`config.mk`:
```
export PLATFORM = sky130hd
export DESIGN_NAME = fcc_top
export DESIGN_NICKNAME = d
export VERILOG_FILES = /design/src/fcc_pkg.sv /design/src/fcc_top.sv
export SDC_FILE = /design/constraint.sdc
export NUM_CORES = 1
export LEC_CHECK = 0
export BUFFER_PORTS_ARGS = -buffer_cell sky130_fd_sc_hd__buf_4
export CORE_MARGIN = 10
export CORE_UTILIZATION = 53
export DETAILED_ROUTE_END_ITERATION = 8
export PLACE_DENSITY = 0.77
export SETUP_SLACK_MARGIN = 0.05
export SLEW_MARGIN = 20
export SYNTH_ARGS = -nofsm -noshare
export SYNTH_HDL_FRONTEND = slang
export SYNTH_SLANG_ARGS = --single-unit
```
`constraint.sdc`:
```
create_clock -name CLK_I -period 3.8 [get_ports CLK_I]
set_clock_uncertainty 0.15 [all_clocks]
set_input_delay 0.19 -clock CLK_I [delete_from_list [all_inputs] [get_ports CLK_I]]
set_output_delay 0.19 -clock CLK_I [all_outputs]
set_load 0.02 [all_outputs]
```
`src/fcc_pkg.sv`:
```
// Package of constants for the flash command controller
`default_nettype none
package fcc_pkg;
  // Register byte addresses on the word-aligned register bus
  localparam logic [5:0] FCC_ADDR_STAT     = 6'h00;
  localparam logic [5:0] FCC_ADDR_IDX      = 6'h04;
  localparam logic [5:0] FCC_ADDR_PHI      = 6'h08;
  localparam logic [5:0] FCC_ADDR_PLO      = 6'h0c;
  localparam logic [5:0] FCC_ADDR_ECCIDX   = 6'h10;
  localparam logic [5:0] FCC_ADDR_ECCR     = 6'h14;
  localparam logic [5:0] FCC_ADDR_RSVA     = 6'h18;
  localparam logic [5:0] FCC_ADDR_RSVB     = 6'h1c;
  localparam logic [5:0] FCC_ADDR_PROT     = 6'h20;
  localparam logic [5:0] FCC_ADDR_DPROT    = 6'h24;
  localparam logic [5:0] FCC_ADDR_OPT      = 6'h28;
  localparam logic [5:0] FCC_ADDR_SEC      = 6'h2c;
  localparam logic [5:0] FCC_ADDR_MODE     = 6'h30;
  // Status register bit positions
  localparam int FCC_STAT_CCF  = 7;
  localparam int FCC_STAT_ACC  = 5;
  localparam int FCC_STAT_PV   = 4;
  localparam int FCC_STAT_MG1  = 1;
  localparam int FCC_STAT_MG0  = 0;
  // Command codes
  localparam logic [7:0] FCC_CMD_ERVSEC = 8'h03;
  localparam logic [7:0] FCC_CMD_RDONCE = 8'h04;
  localparam logic [7:0] FCC_CMD_ERBLK  = 8'h09;
  localparam logic [7:0] FCC_CMD_ERSEC  = 8'h0a;
  localparam logic [7:0] FCC_CMD_UNSEC  = 8'h0b;
  localparam logic [7:0] FCC_CMD_VKEY   = 8'h0c;
  localparam logic [7:0] FCC_CMD_UMARG  = 8'h0d;
  // Parameter indices
  localparam logic [2:0] FCC_IDX_ERVSEC = 3'h2;
  localparam logic [2:0] FCC_IDX_RDONCE = 3'h1;
  localparam logic [2:0] FCC_IDX_ERBLK  = 3'h1;
  localparam logic [2:0] FCC_IDX_ERSEC  = 3'h1;
  localparam logic [2:0] FCC_IDX_UNSEC  = 3'h0;
  localparam logic [2:0] FCC_IDX_VKEY   = 3'h4;
  localparam logic [2:0] FCC_IDX_UMARG  = 3'h1;
  localparam logic [15:0] FCC_RDONCE_MAX = 16'h0007;
  // Address space: 23-bit global address, 128 Kbyte windows, phrase = 8 bytes
  localparam logic [6:0] FCC_BLK_LO = 7'h7e;
  localparam int FCC_WIN_BITS = 17;
  // Reset values (fully protected and secured defaults)
  localparam logic [7:0] FCC_PROT_DEF = 8'h00;
  localparam logic [7:0] FCC_SEC_DEF  = 8'hff;
  localparam logic [7:0] FCC_OPT_DEF  = 8'hff;
  localparam logic [7:0] FCC_RSV_VAL  = 8'h00;
  // Timing in cycles of the respective clock (both clocks taken from CLK_I)
  localparam int FCC_SEC_OP_CYC   = 20020;
  localparam int FCC_SEC_BUS_TYP  = 700;
  localparam int FCC_SEC_BUS_MAX  = 1100;
  localparam int FCC_BLK_OP_CYC   = 100100;
  localparam int FCC_BLK_BUS_CYC  = 35000;
  localparam int FCC_VKEY_BUS_CYC = 400;
  localparam int FCC_UMARG_BUS_CYC = 350;
  localparam int FCC_INIT_HOLD_CYC = 16;
  localparam int FCC_INIT_CYC      = 64;
  localparam int FCC_VERIFY_CYC    = 8;
  typedef enum logic [1:0] {FCC_S_HOLD, FCC_S_INIT, FCC_S_IDLE, FCC_S_RUN} fcc_state_t;
endpackage
`default_nettype wire

```
`src/fcc_top.sv`:
```
// Flash command controller: reset load, command launch, checks and timing
//
// Function
// - Reset runs load of configuration and protection
// - Load error gives protected, secured defaults
// - Double fault at load sets both verify bits
// - Command complete flag clear during load
// - Bus stalled early; later reads served
// - Parameter writes dropped while load busy
// - Load end sets flag, enables commands
// - Reset aborts running command at once
// - Launch permitted by mode and security
// - Two reserved registers read zero, ignore writes
// - ECC result captures faults, field by index
// - Erase verify checks section, then sets flag
// - Access error on wrong index or mode
// - Access error on bad or misaligned address
// - Access error crossing 128K; no protect flag
// - Verify read sets any and uncorrectable bits
// - Read once returns phrase words at 2..5
// - Sector erase 20020 op plus 700/1100 bus
// - Block erase 100100 op plus 35000 bus
// - Key verify 400, margin set 350 cycles
`default_nettype none
module fcc_top
  import fcc_pkg::*;
#(
  parameter int SEC_OP_CYC = fcc_pkg::FCC_SEC_OP_CYC,
  parameter int BLK_OP_CYC = fcc_pkg::FCC_BLK_OP_CYC,
  parameter int BLK_BUS_CYC = fcc_pkg::FCC_BLK_BUS_CYC,
  parameter bit SEC_WORST = 1'b0
) (
  // Clock and reset
  input  wire logic        CLK_I,
  input  wire logic        RSTN_I,
  // Avalon-MM slave
  input  wire logic [5:0]  AVS_ADDRESS_I,
  input  wire logic        AVS_READ_I,
  input  wire logic        AVS_WRITE_I,
  input  wire logic [31:0] AVS_WRITEDATA_I,
  output logic      [31:0] AVS_READDATA_O,
  output logic             AVS_WAITREQUEST_O,
  // Reset-time load results from the array
  input  wire logic [7:0]  LOAD_PROT_I,
  input  wire logic [7:0]  LOAD_DPROT_I,
  input  wire logic [7:0]  LOAD_OPT_I,
  input  wire logic [7:0]  LOAD_SEC_I,
  input  wire logic        LOAD_ERR_I,
  input  wire logic        LOAD_DBL_I,
  // Array read results
  input  wire logic [63:0] ARRAY_DATA_I,
  input  wire logic        ARRAY_ERR_I,
  input  wire logic        ARRAY_DBL_I,
  input  wire logic        ARRAY_SGL_I,
  input  wire logic [22:0] ARRAY_FADDR_I,
  // Operating mode: high for special mode, which allows unsecure but refuses key verify
  input  wire logic        SPECIAL_MODE_I,
  // Busy indication to the array
  output logic             CMD_BUSY_O,
  output logic      [7:0]  CMD_CODE_O
);
  import fcc_pkg::*;

  // Bus-clock time for sector erase: typical or worst case
  localparam int SEC_BUS = SEC_WORST ? FCC_SEC_BUS_MAX : FCC_SEC_BUS_TYP;

  fcc_state_t  state_q;
  logic [17:0] cnt_q;
  logic [15:0] words_q [6];
  logic [2:0]  idx_q;
  logic        ccf_q, acc_q, pv_q, mg1_q, mg0_q;
  logic [7:0]  prot_q, dprot_q, opt_q, sec_q;
  logic [7:0]  cmd_q;
  logic [17:0] run_len_q;
  logic [2:0]  eccidx_q;
  logic [22:0] eccaddr_q;
  logic [15:0] eccdat_q;
  logic        eccv_q;
  logic        rd_ack_q;
  logic [31:0] rdata_q;

  wire logic wr  = AVS_WRITE_I;
  wire logic [7:0] wb = AVS_WRITEDATA_I[7:0];
  wire logic secured = sec_q[1:0] != 2'b10;

  // Launch checks
  logic [22:0] gaddr;
  logic [23:0] gend;
  logic        launch_ok;
  logic [17:0] len;
  always_comb begin
    gaddr = {words_q[0][6:0], words_q[1]};
    gend  = {1'b0, gaddr} + {5'h00, words_q[2], 3'h0} - 24'h000001;
    launch_ok = 1'b0;
    len = 18'h00001;
    case (words_q[0][15:8])
      FCC_CMD_ERVSEC: begin
        launch_ok = idx_q == FCC_IDX_ERVSEC
          && gaddr[22:16] >= FCC_BLK_LO && gaddr[2:0] == 3'h0
          && words_q[2] != 16'h0000
          && gend[23:FCC_WIN_BITS] == {1'b0, gaddr[22:FCC_WIN_BITS]};
        len = 18'(FCC_VERIFY_CYC) + 18'(words_q[2]);
      end
      FCC_CMD_RDONCE: begin
        launch_ok = idx_q == FCC_IDX_RDONCE && words_q[1] <= FCC_RDONCE_MAX;
        len = 18'(FCC_VERIFY_CYC);
      end
      FCC_CMD_ERSEC: begin
        launch_ok = idx_q == FCC_IDX_ERSEC && !secured && gaddr[22:16] >= FCC_BLK_LO;
        len = 18'(SEC_OP_CYC + SEC_BUS);
      end
      FCC_CMD_ERBLK: begin
        launch_ok = idx_q == FCC_IDX_ERBLK && !secured && gaddr[22:16] >= FCC_BLK_LO;
        len = 18'(BLK_OP_CYC + BLK_BUS_CYC);
      end
      FCC_CMD_UNSEC: begin
        launch_ok = idx_q == FCC_IDX_UNSEC && SPECIAL_MODE_I;
        len = 18'(BLK_OP_CYC + BLK_BUS_CYC);
      end
      FCC_CMD_VKEY: begin
        launch_ok = idx_q == FCC_IDX_VKEY && secured && !SPECIAL_MODE_I;
        len = 18'(FCC_VKEY_BUS_CYC);
      end
      FCC_CMD_UMARG: begin
        launch_ok = idx_q == FCC_IDX_UMARG;
        len = 18'(FCC_UMARG_BUS_CYC);
      end
      default: launch_ok = 1'b0;
    endcase
  end

  wire logic stat_wr  = wr && AVS_ADDRESS_I == FCC_ADDR_STAT && state_q == FCC_S_IDLE;
  wire logic launch   = stat_wr && wb[FCC_STAT_CCF] && ccf_q && !acc_q && !pv_q;
  wire logic run_done = state_q == FCC_S_RUN && cnt_q == run_len_q;
  // Parameter writes only while idle: not during load or a running command
  wire logic prm_open = state_q == FCC_S_IDLE;

  // Sequencer; synchronous reset drops any running command at once
  always_ff @(posedge CLK_I) begin
    if (!RSTN_I) begin
      state_q   <= FCC_S_HOLD;
      cnt_q     <= '0;
      run_len_q <= '0;
      cmd_q     <= 8'h00;
    end else begin
      cnt_q <= cnt_q + 18'h00001;
      case (state_q)
        FCC_S_HOLD: if (cnt_q == 18'(FCC_INIT_HOLD_CYC)) state_q <= FCC_S_INIT;
        FCC_S_INIT: if (cnt_q == 18'(FCC_INIT_CYC)) state_q <= FCC_S_IDLE;
        FCC_S_IDLE: begin
          cnt_q <= '0;
          if (launch && launch_ok) begin
            state_q   <= FCC_S_RUN;
            run_len_q <= len;
            cmd_q     <= words_q[0][15:8];
          end
        end
        FCC_S_RUN: if (run_done) state_q <= FCC_S_IDLE;
        default: state_q <= FCC_S_HOLD;
      endcase
    end
  end

  // Status flags; hardware sets beat software clears
  always_ff @(posedge CLK_I) begin
    if (!RSTN_I) begin
      ccf_q <= 1'b0;
      acc_q <= 1'b0;
      pv_q  <= 1'b0;
      mg1_q <= 1'b0;
      mg0_q <= 1'b0;
    end else begin
      if (state_q == FCC_S_INIT && cnt_q == 18'(FCC_INIT_CYC)) begin
        ccf_q <= 1'b1;
        if (LOAD_DBL_I) begin
          mg1_q <= 1'b1;
          mg0_q <= 1'b1;
        end
      end
      if (stat_wr && wb[FCC_STAT_ACC]) acc_q <= 1'b0;
      if (stat_wr && wb[FCC_STAT_PV]) pv_q <= 1'b0;
      if (launch) begin
        mg1_q <= 1'b0;
        mg0_q <= 1'b0;
        if (launch_ok) ccf_q <= 1'b0;
        else acc_q <= 1'b1;
      end
      if (state_q == FCC_S_RUN) begin
        if (cmd_q == FCC_CMD_ERVSEC && ARRAY_ERR_I) mg1_q <= 1'b1;
        if (cmd_q == FCC_CMD_ERVSEC && ARRAY_DBL_I) mg0_q <= 1'b1;
        if (run_done) ccf_q <= 1'b1;
      end
    end
  end

  // Configuration loaded at reset, falling back to defaults on error
  always_ff @(posedge CLK_I) begin
    if (!RSTN_I) begin
      prot_q  <= FCC_PROT_DEF;
      dprot_q <= FCC_PROT_DEF;
      opt_q   <= FCC_OPT_DEF;
      sec_q   <= FCC_SEC_DEF;
    end else if (state_q == FCC_S_INIT && cnt_q == 18'(FCC_INIT_CYC)) begin
      prot_q  <= LOAD_ERR_I ? FCC_PROT_DEF : LOAD_PROT_I;
      dprot_q <= LOAD_ERR_I ? FCC_PROT_DEF : LOAD_DPROT_I;
      opt_q   <= LOAD_ERR_I ? FCC_OPT_DEF : LOAD_OPT_I;
      sec_q   <= LOAD_ERR_I ? FCC_SEC_DEF : LOAD_SEC_I;
    end
  end

  // Parameter index and words
  always_ff @(posedge CLK_I) begin
    if (!RSTN_I) begin
      idx_q <= 3'h0;
      for (int i = 0; i < 6; i++) words_q[i] <= 16'h0000;
    end else begin
      if (wr && prm_open && AVS_ADDRESS_I == FCC_ADDR_IDX) idx_q <= wb[2:0];
      if (wr && prm_open && AVS_ADDRESS_I == FCC_ADDR_PHI && idx_q < 3'h6) words_q[idx_q][15:8] <= wb;
      if (wr && prm_open && AVS_ADDRESS_I == FCC_ADDR_PLO && idx_q < 3'h6) words_q[idx_q][7:0] <= wb;
      // Read once returns four words at indices 2..5
      if (run_done && cmd_q == FCC_CMD_RDONCE) begin
        words_q[2] <= ARRAY_DATA_I[63:48];
        words_q[3] <= ARRAY_DATA_I[47:32];
        words_q[4] <= ARRAY_DATA_I[31:16];
        words_q[5] <= ARRAY_DATA_I[15:0];
      end
    end
  end

  // ECC capture: first fault is kept until software writes the index
  always_ff @(posedge CLK_I) begin
    if (!RSTN_I) begin
      eccidx_q  <= 3'h0;
      eccaddr_q <= '0;
      eccdat_q  <= 16'h0000;
      eccv_q    <= 1'b0;
    end else begin
      if (wr && AVS_ADDRESS_I == FCC_ADDR_ECCIDX) begin
        eccidx_q <= wb[2:0];
        eccv_q   <= 1'b0;
      end
      if (!eccv_q && (ARRAY_SGL_I || ARRAY_DBL_I)) begin
        eccv_q    <= 1'b1;
        eccaddr_q <= ARRAY_FADDR_I;
        eccdat_q  <= ARRAY_DATA_I[15:0];
      end
    end
  end

  // Read mux
  logic [31:0] rmux;
  always_comb begin
    rmux = 32'h00000000;
    case (AVS_ADDRESS_I)
      FCC_ADDR_STAT: rmux = {24'h000000, ccf_q, 1'b0, acc_q, pv_q, 2'b00, mg1_q, mg0_q};
      FCC_ADDR_IDX:  rmux = {29'h00000000, idx_q};
      FCC_ADDR_PHI:  rmux = {24'h000000, idx_q < 3'h6 ? words_q[idx_q][15:8] : 8'h00};
      FCC_ADDR_PLO:  rmux = {24'h000000, idx_q < 3'h6 ? words_q[idx_q][7:0] : 8'h00};
      FCC_ADDR_ECCIDX: rmux = {29'h00000000, eccidx_q};
      FCC_ADDR_ECCR: begin
        case (eccidx_q)
          3'h0: rmux = {16'h0000, eccv_q, 8'h00, eccaddr_q[22:16]};
          3'h1: rmux = {16'h0000, eccaddr_q[15:0]};
          3'h2: rmux = {16'h0000, eccdat_q};
          default: rmux = 32'h00000000;
        endcase
      end
      FCC_ADDR_RSVA, FCC_ADDR_RSVB: rmux = {24'h000000, FCC_RSV_VAL};
      FCC_ADDR_PROT:  rmux = {24'h000000, prot_q};
      FCC_ADDR_DPROT: rmux = {24'h000000, dprot_q};
      FCC_ADDR_OPT:   rmux = {24'h000000, opt_q};
      FCC_ADDR_SEC:   rmux = {24'h000000, sec_q};
      FCC_ADDR_MODE:  rmux = {30'h00000000, secured, SPECIAL_MODE_I};
      default: rmux = 32'h00000000;
    endcase
  end

  // Bus answer: reads take one extra cycle; all access stalled in hold
  always_ff @(posedge CLK_I) begin
    if (!RSTN_I) begin
      rd_ack_q <= 1'b0;
      rdata_q  <= 32'h00000000;
    end else begin
      rd_ack_q <= AVS_READ_I && !rd_ack_q && state_q != FCC_S_HOLD;
      if (AVS_READ_I && !rd_ack_q) rdata_q <= rmux;
    end
  end

  always_comb begin
    AVS_READDATA_O    = rdata_q;
    AVS_WAITREQUEST_O = state_q == FCC_S_HOLD || (AVS_READ_I && !rd_ack_q);
  end

  always_ff @(posedge CLK_I) begin
    if (!RSTN_I) begin
      CMD_BUSY_O <= 1'b0;
      CMD_CODE_O <= 8'h00;
    end else begin
      CMD_BUSY_O <= state_q == FCC_S_RUN && !run_done;
      CMD_CODE_O <= cmd_q;
    end
  end
endmodule
`default_nettype wire

```
# Word level (Yosys, flattened, before mapping)
# Memories as Yosys holds them, arrays and structs flattened. A register that Yosys moved wholly into a read port is not among the register bits.
# Index checks and enable logic that the tools add are counted.
[classes] add_sub_neg=4 order_cmp=3 eq_ne=36 muxes=54 n_bitwise=5 n_reduce_logical=55
[op_table] operator="16-bit case mux with 11 select lines" count=1
[op_table] operator="18-bit case mux with 6 select lines" count=1
[op_table] operator="16-bit two-way mux" count=5
[op_table] operator="8-bit two-way mux" count=6
[op_table] operator="16-bit case mux with 3 select lines" count=1
[op_table] operator="8-bit by 4-bit == test with 1-bit output (second input constant)" count=5
[op_table] operator="1-bit logical AND" count=33
[op_table] operator="6-bit == test (second input constant)" count=5
[op_table] operator="1-bit two-way mux" count=30
[op_table] operator="23-bit by 19-bit adder with 24-bit output" count=1
[op_table] operator="24-bit by 1-bit subtractor with 24-bit output (second input constant)" count=1
[op_table] operator="18-bit by 1-bit adder with 18-bit output (second input constant)" count=1
[op_table] operator="18-bit == test" count=1
[op_table] operator="18-bit by 5-bit == test with 1-bit output (second input constant)" count=1
[op_table] operator="18-bit by 7-bit == test with 1-bit output (second input constant)" count=1
[op_table] operator="4-bit by 16-bit adder with 17-bit output (first input constant)" count=1
[op_table] operator="8-bit by 2-bit == test with 1-bit output (second input constant)" count=2
[op_table] operator="8-bit by 3-bit == test with 1-bit output (second input constant)" count=2
[op_table] operator="16-bit by 3-bit <= comparator with 1-bit output (second input constant)" count=1
[op_table] operator="16-bit nonzero test" count=1
[op_table] operator="16-bit OR reduction" count=1
[op_table] operator="6-bit by 4-bit == test with 1-bit output (second input constant)" count=2
[op_table] operator="6-bit by 5-bit == test with 1-bit output (second input constant)" count=2
[op_table] operator="2-bit two-way mux" count=5
[op_table] operator="25 further kinds" count=47
[totals] ff_bits=170 ram_bits=96 in_bits=167 out_inout_bits=42 word_cells=179 n_memories=1
[memory_table] name="words_q" words=6 word_bits=16 read_ports=4 rd_ports_with_merged_regs=1 wr=6 line_no="fcc_top.sv:69" text="logic [15:0] words_q [6];"

# Longest topological paths before layout
# Gate-level depths: netlist (run 1).
# An unclocked memory read counts as a cell.
[logic_depth] depth_word=11 mapped_depth=15

# Least setup slack after synthesis (run 1)
# Ideal clock, no wire load.
[synth_timing] kind="flip-flop to flip-flop" startpoint="memory words_q[2][14]" endpoint="register cmd_q[1] (read register of words_q)" setup_ps=72 arrival_time_ps=3377 required_time_ps=3578 setup_slack_ps=202 stages_incl_launch_ff=16 path_buffers=2 synth_period_minus_slack_ps=3598 cell_sequence="edfxtp_1 inv_1 ha_1 inv_1 ha_1 buf_4 nand4_2 nor4_1 a32oi_1 nand4_1 nand4bb_1 or3_4 a2111o_1 a21oi_2 buf_6 mux2i_1"
[synth_lines] element="start: declaration" line_no="fcc_top.sv:69"
[synth_lines] element="end: declaration" line_no="fcc_top.sv:73" text="logic [7:0] cmd_q;"

==> results of run 1 <==
[where the power goes]
group          switching [mW]  total [mW]  internal, mW
Sequential             0.0583        3.36          3.30
Combinational           0.502       0.941         0.439
Clock                    1.31        3.10          1.79
Total                    1.87        7.40          5.53
[layer usage]
metal / up-vias / routed length, µm / GRT usage (%)
li1: 6306 / - / -
met1: 6876 / 19400 / 34.7
met2: 993 / 25500 / 46.9
met3: 253 / 5240 / 5.66
met4: 0 / 3410 / 15.8
met5: - / 0 / 0
[synthesized netlist by cell type (15+ instances only)]
master and count:
a21oi_1 111, edfxtp_1 128, mux4_2 40, a22o_1 72
nand3b_1 21, o21ai_0 57, nor2b_1 15, ha_1 43
a211oi_1 16, nand4_1 16, dfxtp_1 157, nand2_1 162
xor2_1 15, nor2_1 104, buf_4 19, nor4_1 18
nand3_1 30, and2_1 42, inv_1 102, xnor2_1 34
mux2i_1 33, clkbuf_1 83, nor3_1 33
[stage by stage]
| stage | instance area [µm²] | setup TNS (ns) | cells | power, mW | hold slack, ns |
|---|---|---|---|---|---|
| 3_5_place_dp | 17100 | -0.408 | 2093 | 4.13 | 0.296 |
| 4_1_cts | 20200 | 0 | 2339 | 7.28 | 0.00189 |
| 2_1_floorplan | 15200 | 0 | 1566 | 3.81 | 0.139 |
| 3_3_place_gp | 17100 | -0.138 | 2093 | 4.11 | 0.285 |
| 6_report | 20600 | -0.0569 | 2354 | 7.40 | 0.0340 |
| 5_1_grt | 20600 | -1.84 | 2354 | 7.57 | 0.0556 |
[cell type report]
cell class                 count  share of cell area [%]
timing repair buffer         464                    19.5
clock buffer                  37                    4.07
clock inverter                19                    1.05
multi-input combinational   1065                    37.2
antenna                        3                  0.0365
inverter                     103                    1.88
tap                          378                    2.30
sequential                   285                    34.0
[registers in the layout, indices dropped and copies added, names as in the netlist, 16 cells and up, named ones only]
name / flops
eccaddr_q: 23
eccdat_q: 16
words_q: 128
cnt_q: 18
run_len_q: 18
AVS_READDATA_O: 16
[worst min-delay path, cell delays in order]
cell and delay (ns):
buf_4 0.13, nor4b_1 0.20, mux2i_1 0.14, nor2_1 0.08
[how the worst max path moves through the flow]
stage / startpoint / slack, ns / to
floorplan: words_q[2][14] / 0.20 / cmd_q[1]
global placement: words_q[2][3] / -0.04 / run_len_q[13]
detailed placement: words_q[1][9] / -0.06 / run_len_q[9]
CTS: words_q[2][7] / 0.05 / run_len_q[11]
global route: words_q[2][11] / -0.12 / cmd_q[0]
finish: words_q[2][4] / -0.04 / run_len_q[12]
[timing repair]
item,CTS,global route
cloned,0,1
gates resized for setup,13,53
endpoints found under the setup margin,24,31
hold buffers,189,0
pin swaps,8,23
hold endpoints to repair,207,0
setup buffers,1,11
[cell families after synthesis]
family	Yosys count	share of synthesized area, %
AND/OR/NAND/NOR	502	16.8
AO/OA/AOI/OAI	346	15.6
buffers and inverters	216	5.96
multiplexers	77	8.52
other	1	0.0250
flip-flops	285	46.6
adder cells (fa/ha/maj)	43	3.59
XOR/XNOR	49	2.87
==> flow_summary.ini, run 1 <==
[logic_synthesis]
synth_cell_types = 79
synth_area_leaders = edfxtp_1 (26%), dfxtp_1 (21%), mux4_2 (6.0%)
syn-cell-area_um2 = 15000
synth_seq_area_share_pct = 46.6
syn-instance-count = 1519
ys_warn_count = 0
synth_edf_count = 128
syn_avg_cell_area_um2 = 9.86
synthFlopType = dfxtp_1
synth-async-reset-ratio_pct = 0
yosys.area.top_type = edfxtp_1
synth-seq-cells = 285
yosysTopAreaCellShare_pct = 25.7

[global_route]
grt_use_total_pct = 28.6
overflow = 0
antenna_found_initial = 3
grt_max_degree = 98
grt_pass1_wl_mm = 81.6
grt_pass1_vias = 14200

[final_layout]
seq_area_um2 = 6990
mostFrequentLayoutCell = buf_4
fin_nets = 2159
drive_gt1_share_pct = 22.8
fillCellCount = 1787
syn2layout_area_growth_pct = 37.4
final_core_util_pct = 73.9
most-common-layout-cells = buf_4 (270), dlygate4sd3_1 (189), nand2_1 (161)
multiInputGateArea_um2 = 7650

[drt]
wl_mm = 53.6
vias = 14400
drc = 0
vias_per_cell = 6.13
firstDrtPassIters = 7
drt_iter0_markers = 1715
ant_nets = 0
wire_per_inst_um = 22.8

[timing]
period_share_pct = 101
setup_viol_count_final = 4
max_freq_mhz = 261
period_minus_slack_ns = 3.84
rsz0062_at_grt = true
relSlewSlack_pct = 31.3
tightest_slew_ns = 1.03
slew_violations = 0
setup_slack_ns = -0.0373
finalHoldViolCount = 0

[place]
io_buffers = 168
post-dp-hpwl_mm = 33.8
dp_slack_ns = -0.0575
gp_congestion = 1.00

[power_and_ir_drop]
power_density_nw_per_um2 = 359
peakVddDrop_mv = 0.409
leakage_nw = 8.18

[worst_setup_path]
crit_fanout = 6
cp-start-kind = register
cp.buffers_inverters = 4
end_kind = register
worst_r2r_path_depth = 15
crit_family = compound AO/OA/AOI/OAI gates
path_cells = inv_1 -> ha_1 -> inv_1 -> ha_4 -> nand4_1 -> buf_4 -> nor2_1 -> o21ai_1 -> a211o_1 -> mux2i_2 -> nand4_1 -> a2111o_1 -> a21oi_4 -> clkbuf_16 -> o32ai_1
worst-setup-path-type = reg2reg
reg2reg_to = run_len_q[12]
cp.depth = 15
cpPeakStageDelay_ns = 0.58
worst-r2r-setup-slack_ns = -0.04
cp.arrival_ns = 4.07
critPathSlowestCell = a2111o_1
critPathRequiredTime_ns = 4.03
rr_startpoint = words_q[2][4]

[worst_hold_path]
worstHoldPathType = in2reg
hold_end = eccidx_q[2]
hold_depth = 4
worstHoldStart = AVS_WRITE_I

[floorplan]
die_w_um = 188
floorplan.core_area_um2 = 27900
num_rows = 61
die_area_um2 = 35400
io_pins = 209
initial_core_util_pct = 53.8
die_height_um = 188

[clock_network]
clk_latency_ns = 0.59
cts_root_buf = clkbuf_16
cts_buffers = 30
cts_tree = done
cts_htree_levels = 1
clockBufferDepth = 3
clk_pin_slew_ns = 0.06
clock_sinks = 285

[run]
maxCapViolations = 0

[run_status]
violations = setup timing
status = finished, violations left
No activity file was read; power rests on OpenSTA's default activity.
==> run 2, diff against run 1 <==
--- a/config.mk
+++ b/config.mk
@@ -11,6 +11,7 @@
 export DETAILED_ROUTE_END_ITERATION = 8
 export PLACE_DENSITY = 0.77
 export SETUP_SLACK_MARGIN = 0.05
+export SKIP_CTS_REPAIR_TIMING = 1
 export SLEW_MARGIN = 20
 export SYNTH_ARGS = -nofsm -noshare
 export SYNTH_HDL_FRONTEND = slang
==> run 2 against run 1 <==
Worst hold slack got worse by 0.079 ns; non-clock buffer count fell by 24; first-iteration DRC count rose by 11%; the run ends with hold timing, setup timing left; largest power group unchanged.
==> flow_summary.ini, run 2 (synthesized netlist as in run 1, its figures left out) <==
[run_status]
status = finished, violations left
violations = hold timing, setup timing

[floorplan]
initial_core_util_pct = 53.8
die_height_um = 188
num_rows = 61
die_w_um = 188
io_pins = 209
die_area_um2 = 35400
floorplan.core_area_um2 = 27900

[final_layout]
fillCellCount = 1822
fin_nets = 2135
final_core_util_pct = 73.4
multiInputGateArea_um2 = 7770
regMostFlops = words_q
drive_gt1_share_pct = 24.1
reg_top3 = words_q: 128 flops, eccaddr_q: 23 flops
syn2layout_area_growth_pct = 36.6
mostFrequentLayoutCell = buf_4
seq_area_um2 = 6990
largest_register_ffs = 128
most-common-layout-cells = buf_4 (270), dlygate4sd3_1 (164), nand2_1 (161)

[drt]
wire_per_inst_um = 23.0
wl_mm = 53.7
vias_per_cell = 6.16
firstDrtPassIters = 7
drt_iter0_markers = 1911
drc = 0
vias = 14400
ant_nets = 0

[worst_setup_path]
crit_path_frequent_cell = inv_1
worst_r2r_path_depth = 15
critPathSlowestCell = a2111o_1
cp.arrival_ns = 4.05
reg2reg_to = run_len_q[2]
worst-r2r-setup-slack_ns = -0.002
cp-start-kind = register
end_kind = register
critPathRequiredTime_ns = 4.04
worst-setup-path-type = reg2reg
path_cells = inv_1 -> ha_1 -> inv_1 -> ha_4 -> buf_4 -> a21oi_1 -> nor2_1 -> nor4_1 -> a211o_1 -> mux2i_2 -> nand4_1 -> a2111o_1 -> a21oi_4 -> clkbuf_16 -> o32ai_1
cpPeakStageDelay_ns = 0.48
crit_fanout = 6
rr_startpoint = words_q[1][5]

[global_route]
grt_use_total_pct = 24.5
overflow = 0
grt_pass1_vias = 12600
antenna_found_initial = 5
grt_max_degree = 98
grt_pass1_wl_mm = 70.0

[timing]
relSlewSlack_pct = 29.2
period_share_pct = 100
setup_slack_ns = -0.00236
period_minus_slack_ns = 3.80
slew_violations = 0
finalHoldViolCount = 2
setup_viol_count_final = 1
tightest_slew_ns = 1.06
rsz0062_at_grt = true
max_freq_mhz = 263
whs_ns = -0.0447

[power_and_ir_drop]
p_switching_mw = 1.88
p_sw_share_pct = 25.4
internal-power_mw = 5.53
peakVddDrop_mv = 0.412
p_comb_share_pct = 12.8
power_frac_clock_pct = 41.9
leakage_nw = 8.02
pwr-share-seq_pct = 45.3
power_density_nw_per_um2 = 362

[worst_hold_path]
worstHoldPathType = in2reg
hold_depth = 2
worstHoldStart = RSTN_I
hold_end = sec_q[1]

[place]
dp_slack_ns = -0.0575
post-dp-hpwl_mm = 33.8
io_buffers = 168
gp_congestion = 1.00

[clock_network]
cts_htree_levels = 1
cts_buffers = 30
clk_pin_slew_ns = 0.06
cts_tree = done
clockBufferDepth = 3
clk_latency_ns = 0.59
clock_sinks = 285
cts_root_buf = clkbuf_16

[run]
maxCapViolations = 0
## run 2: cell types whose count changed in the layout (fill, tap and decap cells not counted), sizes merged
cell         change
buf              +1
dlygate4sd3     -25
diode            +2
## run 2: critical path: cells and delay by family (launching register included)
family / cells / cell delay (ns)
AOI/OAI and AO/OA: 5 / 1.17
buffers and inverters: 4 / 0.58
and+or+nand+nor: 3 / 0.53
adders and majority gates: 2 / 0.49
DFF: 1 / 0.41
muxes: 1 / 0.29
## run 2: per-layer routing
layer / up-vias / wire, µm / share of wire (%) / GRT usage (%)
met5: - / 0 / 0 / 0
met4: 0 / 3210 / 6.0 / 10.3
met3: 233 / 5360 / 10 / 4.14
met2: 1060 / 25800 / 48 / 40.1
met1: 6806 / 19400 / 36 / 31.5
li1: 6255 / - / - / -
## run 2: per-stage QoR
stage	TNS [ns]	hold WS, ns	instances	cell area [µm²]	power (mW)
after floorplan	0	0.139	1566	15200	3.81
after global placement	-0.138	0.285	2093	17100	4.11
after detailed placement	-0.408	0.296	2093	17100	4.13
after CTS	-1.74	-0.312	2149	18200	7.16
after global routing	-1.35	-0.00301	2332	20500	7.59
final	-0.00236	-0.0447	2332	20500	7.41
## run 2: power by group through the flow
stage	Combinational (mW)	Sequential (mW)	Clock, mW
CTS	0.716	3.35	3.09
detailed placement	0.712	3.42	0
global placement	0.700	3.41	0
floorplan	0.410	3.40	0
finish	0.946	3.36	3.11
global route	1.01	3.36	3.22
## run 2: worst max-delay path by stage
stage,startpoint,endpoint,depth (start not counted)
finish,words_q[1][5],run_len_q[2],15
global route,words_q[2][5],run_len_q[10],14
CTS,words_q[2][3],run_len_q[9],14
detailed placement,words_q[1][9],run_len_q[9],14
global placement,words_q[2][3],run_len_q[13],13
floorplan,words_q[2][14],cmd_q[1],15
## run 2: area by class of cell
cell class | instances | area share (%)
diodes | 5 | 0.0612
clock buffers | 37 | 4.10
clock inverters | 19 | 1.06
inverters | 103 | 1.89
multi-input cells | 1065 | 38.0
flip-flops and latches | 285 | 34.2
well taps | 378 | 2.31
repair buffers | 440 | 18.5
